[src/rtl/psb_pkg.sv]
// package of the parallel slave byte port: register map and field layout
// assumes a 32-bit classic wishbone slave with word-aligned registers
`default_nettype none
package psb_pkg;
    localparam int          PSB_AW          = 4;
    localparam logic [3:0]  PSB_ADDR_CTRL   = 4'h0;
    localparam logic [3:0]  PSB_ADDR_DATA   = 4'h4;
    localparam logic [3:0]  PSB_ADDR_FLAG   = 4'h8;
    localparam logic [3:0]  PSB_ADDR_ENABLE = 4'hC;
    localparam int          PSB_DW          = 8;
    localparam int          PSB_IBF_BIT     = 7;
    localparam int          PSB_OBF_BIT     = 6;
    localparam int          PSB_INPUT_OVERFLOW_FLAG_BIT    = 5;
    localparam int          PSB_MODE_BIT    = 4;
    localparam int          PSB_IRQ_BIT     = 7;
    localparam int          PSB_PRIO_BIT    = 6;
    localparam logic [7:0]  PSB_BYTE_ZERO   = 8'h00;
    localparam logic [31:0] PSB_WORD_ZERO   = 32'h0000_0000;
    localparam logic [2:0]  PSB_SYNC_IDLE   = 3'h7;
    localparam logic        PSB_HI          = 1'b1;
    localparam logic        PSB_LO          = 1'b0;
endpackage
`default_nettype wire

[src/rtl/psb_port.sv]
// parallel slave byte port: external strobe bus plus wishbone register file
// assumes strobes and data pins are asynchronous to i_mclk
`default_nettype none

// Functional notes
// - mode bit set turns port into slave
// - mode clear: strobes ignored, plain gpio
// - external accesses asynchronous, sampled by strobes
// - write ends on cs or wr high, captures
// - write end sets input full and irq
// - input full flag is read only
// - write over unread byte sets sticky overflow
// - cs and rd low drive output latch
// - read end releases pins, sets irq
// - output full set until external read
// - cpu write during read: no output full
// - control low nibble zero, reset zero
// - irq flag top bit, enable, priority bits
module psb_port
    import psb_pkg::*;
(
    input  wire logic          i_mclk,
    input  wire logic          i_reset_n,
    input  wire logic          i_wb_cyc,
    input  wire logic          i_wb_stb,
    input  wire logic          i_wb_we,
    input  wire logic [3:0]    i_wb_adr,
    input  wire logic [3:0]    i_wb_sel,
    input  wire logic [31:0]   i_wb_dat,
    output logic      [31:0]   o_wb_dat,
    output logic               o_wb_ack,
    input  wire logic          i_read_strobe_pin_n,
    input  wire logic          i_write_strobe_pin_n,
    input  wire logic          i_chip_select_pin_n,
    input  wire logic [7:0]    i_byte_port_data,
    output logic      [7:0]    o_byte_port_data,
    output logic               o_byte_port_oe_n,
    output logic               o_slave_mode_select,
    output logic               o_irq,
    output logic               o_irq_priority
);

    ////////////////////////////////////////////////////////////////////////
    typedef struct packed {
        logic [2:0]  rd_sync;
        logic [2:0]  wr_sync;
        logic [2:0]  cs_sync;
        logic [7:0]  din_sync1;
        logic [7:0]  din_sync2;
        logic [7:0]  din_sync3;
        logic        wr_active;
        logic        rd_active;
        logic        mode;
        logic        input_full_flag;
        logic        output_full_flag;
        logic        input_overflow_flag;
        logic [7:0]  in_latch;
        logic [7:0]  out_latch;
        logic        irq_flag;
        logic        irq_en;
        logic        irq_prio;
        logic [31:0] rdata;
        logic        ack;
        logic [7:0]  pin_out;
        logic        pin_oe_n;
        logic        irq_out;
    } psb_state_t;

    psb_state_t state_reg;
    psb_state_t state_next;

    logic wr_low;
    logic rd_low;
    logic cs_low;
    logic wr_high;
    logic rd_high;
    logic cs_high;
    logic acc;
    logic wb_wr;
    logic wb_rd;
    logic wr_end;
    logic rd_end;

    // only stages two and three feed decisions; stage one is metastable
    always_comb begin
        wr_low = (state_reg.wr_sync[1] == PSB_LO)
            && (state_reg.wr_sync[2] == PSB_LO);
        rd_low = (state_reg.rd_sync[1] == PSB_LO)
            && (state_reg.rd_sync[2] == PSB_LO);
        cs_low = (state_reg.cs_sync[1] == PSB_LO)
            && (state_reg.cs_sync[2] == PSB_LO);
        wr_high = (state_reg.wr_sync[1] == PSB_HI)
            && (state_reg.wr_sync[2] == PSB_HI);
        rd_high = (state_reg.rd_sync[1] == PSB_HI)
            && (state_reg.rd_sync[2] == PSB_HI);
        cs_high = (state_reg.cs_sync[1] == PSB_HI)
            && (state_reg.cs_sync[2] == PSB_HI);
        acc    = i_wb_cyc && i_wb_stb && !state_reg.ack;
        wb_wr  = acc && i_wb_we && i_wb_sel[0];
        wb_rd  = acc && !i_wb_we;
        wr_end = state_reg.wr_active && (cs_high || wr_high);
        rd_end = state_reg.rd_active && (cs_high || rd_high);
    end

    ////////////////////////////////////////////////////////////////////////
    always_comb begin
        state_next = state_reg;
        state_next.rd_sync = {state_reg.rd_sync[1:0], i_read_strobe_pin_n};
        state_next.wr_sync = {state_reg.wr_sync[1:0], i_write_strobe_pin_n};
        state_next.cs_sync = {state_reg.cs_sync[1:0], i_chip_select_pin_n};
        state_next.din_sync1 = i_byte_port_data;
        state_next.din_sync2 = state_reg.din_sync1;
        state_next.din_sync3 = state_reg.din_sync2;
        state_next.ack = acc;

        // bus side first so hardware set events below win over clears
        if (wb_wr) begin
            if (i_wb_adr == PSB_ADDR_CTRL) begin
                state_next.mode = i_wb_dat[PSB_MODE_BIT];
                // overflow is clear-only from software
                if (!i_wb_dat[PSB_INPUT_OVERFLOW_FLAG_BIT]) begin
                    state_next.input_overflow_flag = PSB_LO;
                end
            end else if (i_wb_adr == PSB_ADDR_DATA) begin
                state_next.out_latch = i_wb_dat[PSB_DW-1:0];
                if (state_reg.mode && !state_reg.rd_active) begin
                    state_next.output_full_flag = PSB_HI;
                end
            end else if (i_wb_adr == PSB_ADDR_FLAG) begin
                if (i_wb_dat[PSB_IRQ_BIT]) begin
                    state_next.irq_flag = PSB_LO;
                end
            end else if (i_wb_adr == PSB_ADDR_ENABLE) begin
                state_next.irq_en   = i_wb_dat[PSB_IRQ_BIT];
                state_next.irq_prio = i_wb_dat[PSB_PRIO_BIT];
            end
        end

        state_next.rdata = PSB_WORD_ZERO;
        if (wb_rd) begin
            if (i_wb_adr == PSB_ADDR_CTRL) begin
                state_next.rdata[PSB_IBF_BIT]  = state_reg.input_full_flag;
                state_next.rdata[PSB_OBF_BIT]  = state_reg.output_full_flag;
                state_next.rdata[PSB_INPUT_OVERFLOW_FLAG_BIT] = state_reg.input_overflow_flag;
                state_next.rdata[PSB_MODE_BIT] = state_reg.mode;
            end else if (i_wb_adr == PSB_ADDR_DATA) begin
                if (state_reg.mode) begin
                    state_next.rdata[PSB_DW-1:0] = state_reg.in_latch;
                    state_next.input_full_flag = PSB_LO;
                end else begin
                    state_next.rdata[PSB_DW-1:0] = state_reg.din_sync3;
                end
            end else if (i_wb_adr == PSB_ADDR_FLAG) begin
                state_next.rdata[PSB_IRQ_BIT] = state_reg.irq_flag;
            end else if (i_wb_adr == PSB_ADDR_ENABLE) begin
                state_next.rdata[PSB_IRQ_BIT]  = state_reg.irq_en;
                state_next.rdata[PSB_PRIO_BIT] = state_reg.irq_prio;
            end
        end

        // external strobe machine, dormant outside slave mode
        if (state_reg.mode) begin
            if (!state_reg.wr_active && !state_reg.rd_active) begin
                if (cs_low && wr_low) begin
                    state_next.wr_active = PSB_HI;
                end else if (cs_low && rd_low) begin
                    state_next.rd_active = PSB_HI;
                end
            end
            if (wr_end) begin
                state_next.wr_active = PSB_LO;
                state_next.in_latch  = state_reg.din_sync3;
                state_next.input_full_flag       = PSB_HI;
                state_next.irq_flag  = PSB_HI;
                if (state_reg.input_full_flag) begin
                    state_next.input_overflow_flag = PSB_HI;
                end
            end
            if (rd_end) begin
                state_next.rd_active = PSB_LO;
                state_next.output_full_flag       = PSB_LO;
                state_next.irq_flag  = PSB_HI;
            end
        end else begin
            state_next.wr_active = PSB_LO;
            state_next.rd_active = PSB_LO;
        end

        // pins follow the latch live so a cpu write shows at once
        state_next.pin_out  = state_next.out_latch;
        state_next.pin_oe_n = !(state_next.mode
            && state_next.rd_active);
        state_next.irq_out  = state_next.irq_flag && state_next.irq_en;
    end

    always_ff @(posedge i_mclk) begin
        if (!i_reset_n) begin
            state_reg           <= '0;
            state_reg.rd_sync   <= PSB_SYNC_IDLE;
            state_reg.wr_sync   <= PSB_SYNC_IDLE;
            state_reg.cs_sync   <= PSB_SYNC_IDLE;
            state_reg.pin_oe_n  <= PSB_HI;
        end else begin
            state_reg <= state_next;
        end
    end

    ////////////////////////////////////////////////////////////////////////
    always_comb begin
        o_wb_dat            = state_reg.rdata;
        o_wb_ack            = state_reg.ack;
        o_byte_port_data    = state_reg.pin_out;
        o_byte_port_oe_n    = state_reg.pin_oe_n;
        o_slave_mode_select = state_reg.mode;
        o_irq               = state_reg.irq_out;
        o_irq_priority      = state_reg.irq_prio;
    end

    ////////////////////////////////////////////////////////////////////////
    a_write_sets_full: assert property (@(posedge i_mclk)
        disable iff (!i_reset_n)
        (state_reg.mode && wr_end) |=> (state_reg.input_full_flag && state_reg.irq_flag))
        else $error("write end did not set full and irq");

    a_overflow_sets: assert property (@(posedge i_mclk)
        disable iff (!i_reset_n)
        (state_reg.mode && wr_end && state_reg.input_full_flag) |=> state_reg.input_overflow_flag)
        else $error("overflow not flagged");

    a_overflow_sticky: assert property (@(posedge i_mclk)
        disable iff (!i_reset_n)
        (state_reg.input_overflow_flag && !wb_wr) |=> state_reg.input_overflow_flag)
        else $error("overflow dropped without software");

    a_read_drives: assert property (@(posedge i_mclk)
        disable iff (!i_reset_n)
        (state_reg.mode && state_reg.rd_active && !rd_end
            && !(wb_wr && i_wb_adr == PSB_ADDR_CTRL))
            |=> !o_byte_port_oe_n)
        else $error("pins not driven during read");

    a_read_end_irq: assert property (@(posedge i_mclk)
        disable iff (!i_reset_n)
        (state_reg.mode && rd_end)
            |=> (o_byte_port_oe_n && state_reg.irq_flag && !state_reg.output_full_flag))
        else $error("read end handling wrong");

    a_gpio_quiet: assert property (@(posedge i_mclk)
        disable iff (!i_reset_n)
        !state_reg.mode |=> o_byte_port_oe_n)
        else $error("pins driven outside slave mode");

    a_gpio_idle: assert property (@(posedge i_mclk)
        disable iff (!i_reset_n)
        !state_reg.mode |=> (!state_reg.wr_active && !state_reg.rd_active))
        else $error("strobe access taken outside slave mode");

    a_write_start: assert property (@(posedge i_mclk)
        disable iff (!i_reset_n)
        (state_reg.mode && !state_reg.wr_active && !state_reg.rd_active
            && cs_low && wr_low) |=> state_reg.wr_active)
        else $error("write start not taken");

    a_cpu_write_full: assert property (@(posedge i_mclk)
        disable iff (!i_reset_n)
        (wb_wr && i_wb_adr == PSB_ADDR_DATA && state_reg.mode
            && !state_reg.rd_active) |=> state_reg.output_full_flag)
        else $error("cpu data write left output full clear");

    a_end_waits_agree: assert property (@(posedge i_mclk)
        disable iff (!i_reset_n)
        (state_reg.mode && state_reg.wr_active && cs_low && !wr_high)
            |=> state_reg.wr_active)
        else $error("write ended before synchroniser agreed");

    a_no_obf_in_read: assert property (@(posedge i_mclk)
        disable iff (!i_reset_n)
        (state_reg.rd_active && !state_reg.output_full_flag && !rd_end
            && !(wr_end && state_reg.mode)) |=> !state_reg.output_full_flag)
        else $error("output full set during read");

    a_cpu_read_clears: assert property (@(posedge i_mclk)
        disable iff (!i_reset_n)
        (wb_rd && i_wb_adr == PSB_ADDR_DATA && state_reg.mode && !wr_end)
            |=> !state_reg.input_full_flag)
        else $error("cpu read left input full set");

    a_ctrl_low_zero: assert property (@(posedge i_mclk)
        disable iff (!i_reset_n)
        (wb_rd && i_wb_adr == PSB_ADDR_CTRL)
            |=> (o_wb_dat[PSB_MODE_BIT-1:0] == '0))
        else $error("control low nibble not zero");

    a_bus_ack_once: assert property (@(posedge i_mclk)
        disable iff (!i_reset_n)
        o_wb_ack |=> !o_wb_ack)
        else $error("ack held longer than one cycle");

endmodule
`default_nettype wire

[config.mk]
export PLATFORM = sky130hd
export DESIGN_NAME = psb_port
export DESIGN_NICKNAME = d
export VERILOG_FILES = /design/src/rtl/psb_pkg.sv /design/src/rtl/psb_port.sv
export SDC_FILE = /design/constraint.sdc
export NUM_CORES = 1
export LEC_CHECK = 0
export BUFFER_PORTS_ARGS = -buffer_cell sky130_fd_sc_hd__buf_4
export CORE_ASPECT_RATIO = 0.75
export CORE_MARGIN = 2
export CORE_UTILIZATION = 40
export DETAILED_ROUTE_END_ITERATION = 8
export PLACE_DENSITY = 0.67
export REMOVE_ABC_BUFFERS = 1
export SLEW_MARGIN = 20
export SYNTH_ARGS = -nofsm -noshare
export SYNTH_HDL_FRONTEND = slang
export SYNTH_SLANG_ARGS = --single-unit
[constraint.sdc]
create_clock -name i_mclk -period 2.4 [get_ports i_mclk]
set_input_delay 0.24 -clock i_mclk [delete_from_list [all_inputs] [get_ports i_mclk]]
set_output_delay 0.24 -clock i_mclk [all_outputs]
set_load 0.005 [all_outputs]
==> results.md <==
* Total CTS buffers at 9
* Leading cell type by number of instances after synthesis: dfxtp_1
* Clock transition at the registers of the reported paths at ~0.070 ns
* DR vias at ~2,100
* Final cell count without fillers at 413
* Hold/Removal Path Class: primary input to register
* Die extent in y at ~77 um
* Post-Synthesis Cells at 293
* Slowest stage delay, CP at between 0.5 and 0.6 ns
* Synth Warn # at 0
* WL/cell at roughly 13 um
* WL met2 at ~2600 um
* Wire length on met3 at approximately 340 um
* Crit-path cells: nand3b_1, buf_4, or4_1, a32oi_1
* CP startpoint: o_wb_ack
* # resized after CTS at 0
* Final net count at 380
* Gpl congestion at between 0.8 and 0.9
* Synth top cells by count: 69 x dfxtp_1, 40 x buf_4, 26 x and2_1, 22 x a21oi_1, 14 x clkbuf_1
* Leak at roughly 1.3 nW
* Die area at just under 8000 sq um
* Num ports at between 100 and 150
* Final WL at around 5500 um
* Post-synthesis sequential area ratio at between 40% and 50%
* Mapped Area at 2810 sq um
* DP Area at 3020 sq um
* Crit Path Category: register to register
* Pwr Density at about 730 nW/um^2
* Ratio of cells with drive above 1 in the final layout at between 20 and 25%
* Effective utilization at floorplan at between 40% and 50%
* CTS max path bufs at 2
* Post-CTS Setup Repair Bufs at 0
* Total of max-cap violations at 0
* Synth top area cells: dfxtp_1 49%, buf_4 11%, and2_1 5.8%
* First-pass GRT wire length at roughly 9000 um
* Post-DRT Antenna Nets at 0
* Fmax at ~0.61 GHz
* Run status: finished clean
* Initial DRC count at 136
* CTS sink count at 69
* RSZ-0062 raised after global routing: false
* Max Slew Vio Count at 0
* Ys flop type: dfxtp_1
* Pre-antenna DRT Iters at 5
* Max reg flops at 26
* Tot GR Track Use at around 15%
* DP HPWL at between 3000 and 4000 um
* Vias in the first global route at slightly below 2,000
* Number of port buffers at 49
* Worst path arrival time at 1.91 ns
* RR Startpoint: o_wb_ack
* Final Hold Viols at 0
* Synth Register Bits at 69
* GRT overflow at 0
* Final non-filler cell area at approximately 3300 sq um
* Hold Buf Count CTS at 0
* Worst Setup End Kind: register
* H-tree Lvls at 3
* Leading area contributor after synthesis: dfxtp_1
* FP Rows at 26
* Tightest Pin Transition at ~0.8 ns
* Worst setup SP type: register
* Vias per cell at about 5.0
* Crit path max fanout at 14
* Max_slew headroom at roughly 48%
* Largest net degree at the start of global routing at 23
* Final setup fails at 0
* Area growth syn-to-layout at 16.1%
* Final Critical Period at 1.65 ns
* Critical Path RT at around 2.7 ns
* Placeable Area at 6800 sq um
* Skew-Pair Late Insertion Delay at between 0.3 and 0.4 ns
* DIE WIDTH at roughly 100 um
* Root Driver: clkbuf_8
* Syn Area/Cell at 9.57 sq um
* Synth top area share at between 40 and 50%
* Synth async-reset ratio at 0%
* Initial antenna violation count at 0
* Setup slack, reg-to-reg at around 0.75 ns
* Tcrit/Tclk final at about two thirds
* Synth unique cells at between 40 and 50
* Setup TNS at 0 ns
* Final Skew at ~0.0081 ns
* Antenna Cells at 0
* Number of flops mapped to enable cells by yosys at 0
* Met1 WL at 2400 um
* CTS tree: built
* Slowest CP cell: or4_1
* Fillers at 654
* Worst vdd ir at roughly 0.31 mV
* Top Layer Used: met4
* Drt drc at 0
* Placed Cells at about 400
* Hold_sp: i_chip_select_pin_n
-- final timing paths --
kind,endpoint,cells after the start
max,o_irq,4
min,state_next[93],2
max reg2reg,o_irq,4
min reg2reg,state_next[97],1
-- final cells by class --
cell class / instances / area (sq um) / share of cell area (%)
repair buffers: 54 / 405 / 12.5
multi-input cells: 184 / 1110 / 34.1
clock buffers: 11 / 151 / 4.65
clock inverters: 5 / 81.3 / 2.50
flip-flops and latches: 69 / 1380 / 42.4
well taps: 84 / 105 / 3.23
inverters: 6 / 22.5 / 0.692
-- cells by family (layout without fill, tap and decap cells) --
group           Yosys count  after routing  synth area share (%)
mux                       8              8                  2.90
simple gates             93             93                  20.0
other cells               1             24                 0.134
flops                    69             69                  49.2
buf+inv                  63             76                  14.3
compound gates           59             59                  13.4
-- worst max-delay path, delay by kind of cell (launching register included) --
family,cells,cell delay [ns]
compound gates,1,0.20
buf+inv,1,0.24
flops,1,0.33
simple gates,2,0.80
-- where the power goes --
part           leakage [nW]  internal, mW  switching [mW]  total [mW]
registers             0.562          1.17         0.00828        1.18
logic                 0.614        0.0567          0.0692       0.126
clock network         0.116         0.643           0.427        1.07
total                  1.29          1.87           0.504        2.37
-- layer usage --
layer  global-route usage, %  vias up
met5                       0        -
met2                    23.1       57
met4                    6.71        0
met1                    18.0      985
li1                        -     1017
met3                    6.06       12
-- placed cells by master (no fill, tap or decap), types with 2 or more instances in the layout --
master	synthesis	final
dfxtp_1	69	69
buf_4	40	54
and2_1	26	26
conb_1	1	24
a21oi_1	22	22
nand3_1	12	12
nor2_1	11	11
o31ai_1	11	11
clkbuf_8	0	11
o21ai_0	9	9
nand2b_1	9	9
nand4_1	8	8
nand2_1	7	7
mux2i_1	7	7
inv_1	6	6
nand3b_1	4	4
a22oi_1	3	3
or4_1	3	3
a211oi_1	3	3
nor3_1	2	2
a31oi_1	2	2
nor2b_1	2	2
bufinv_16	0	2
-- per-stage QoR --
step                util, %  worst slack, ns  total power, mW  hold WS, ns
global placement       44.5            0.654             1.33        0.394
detailed placement     44.5            0.667             1.33        0.396
finish                 47.9            0.752             2.37       0.0781
global route           47.9            0.582             2.47       0.0743
CTS                    47.9            0.745             2.40       0.0646
floorplan                 -            0.698             1.25        0.313
Note: power is estimated with default switching activity, not from simulation.
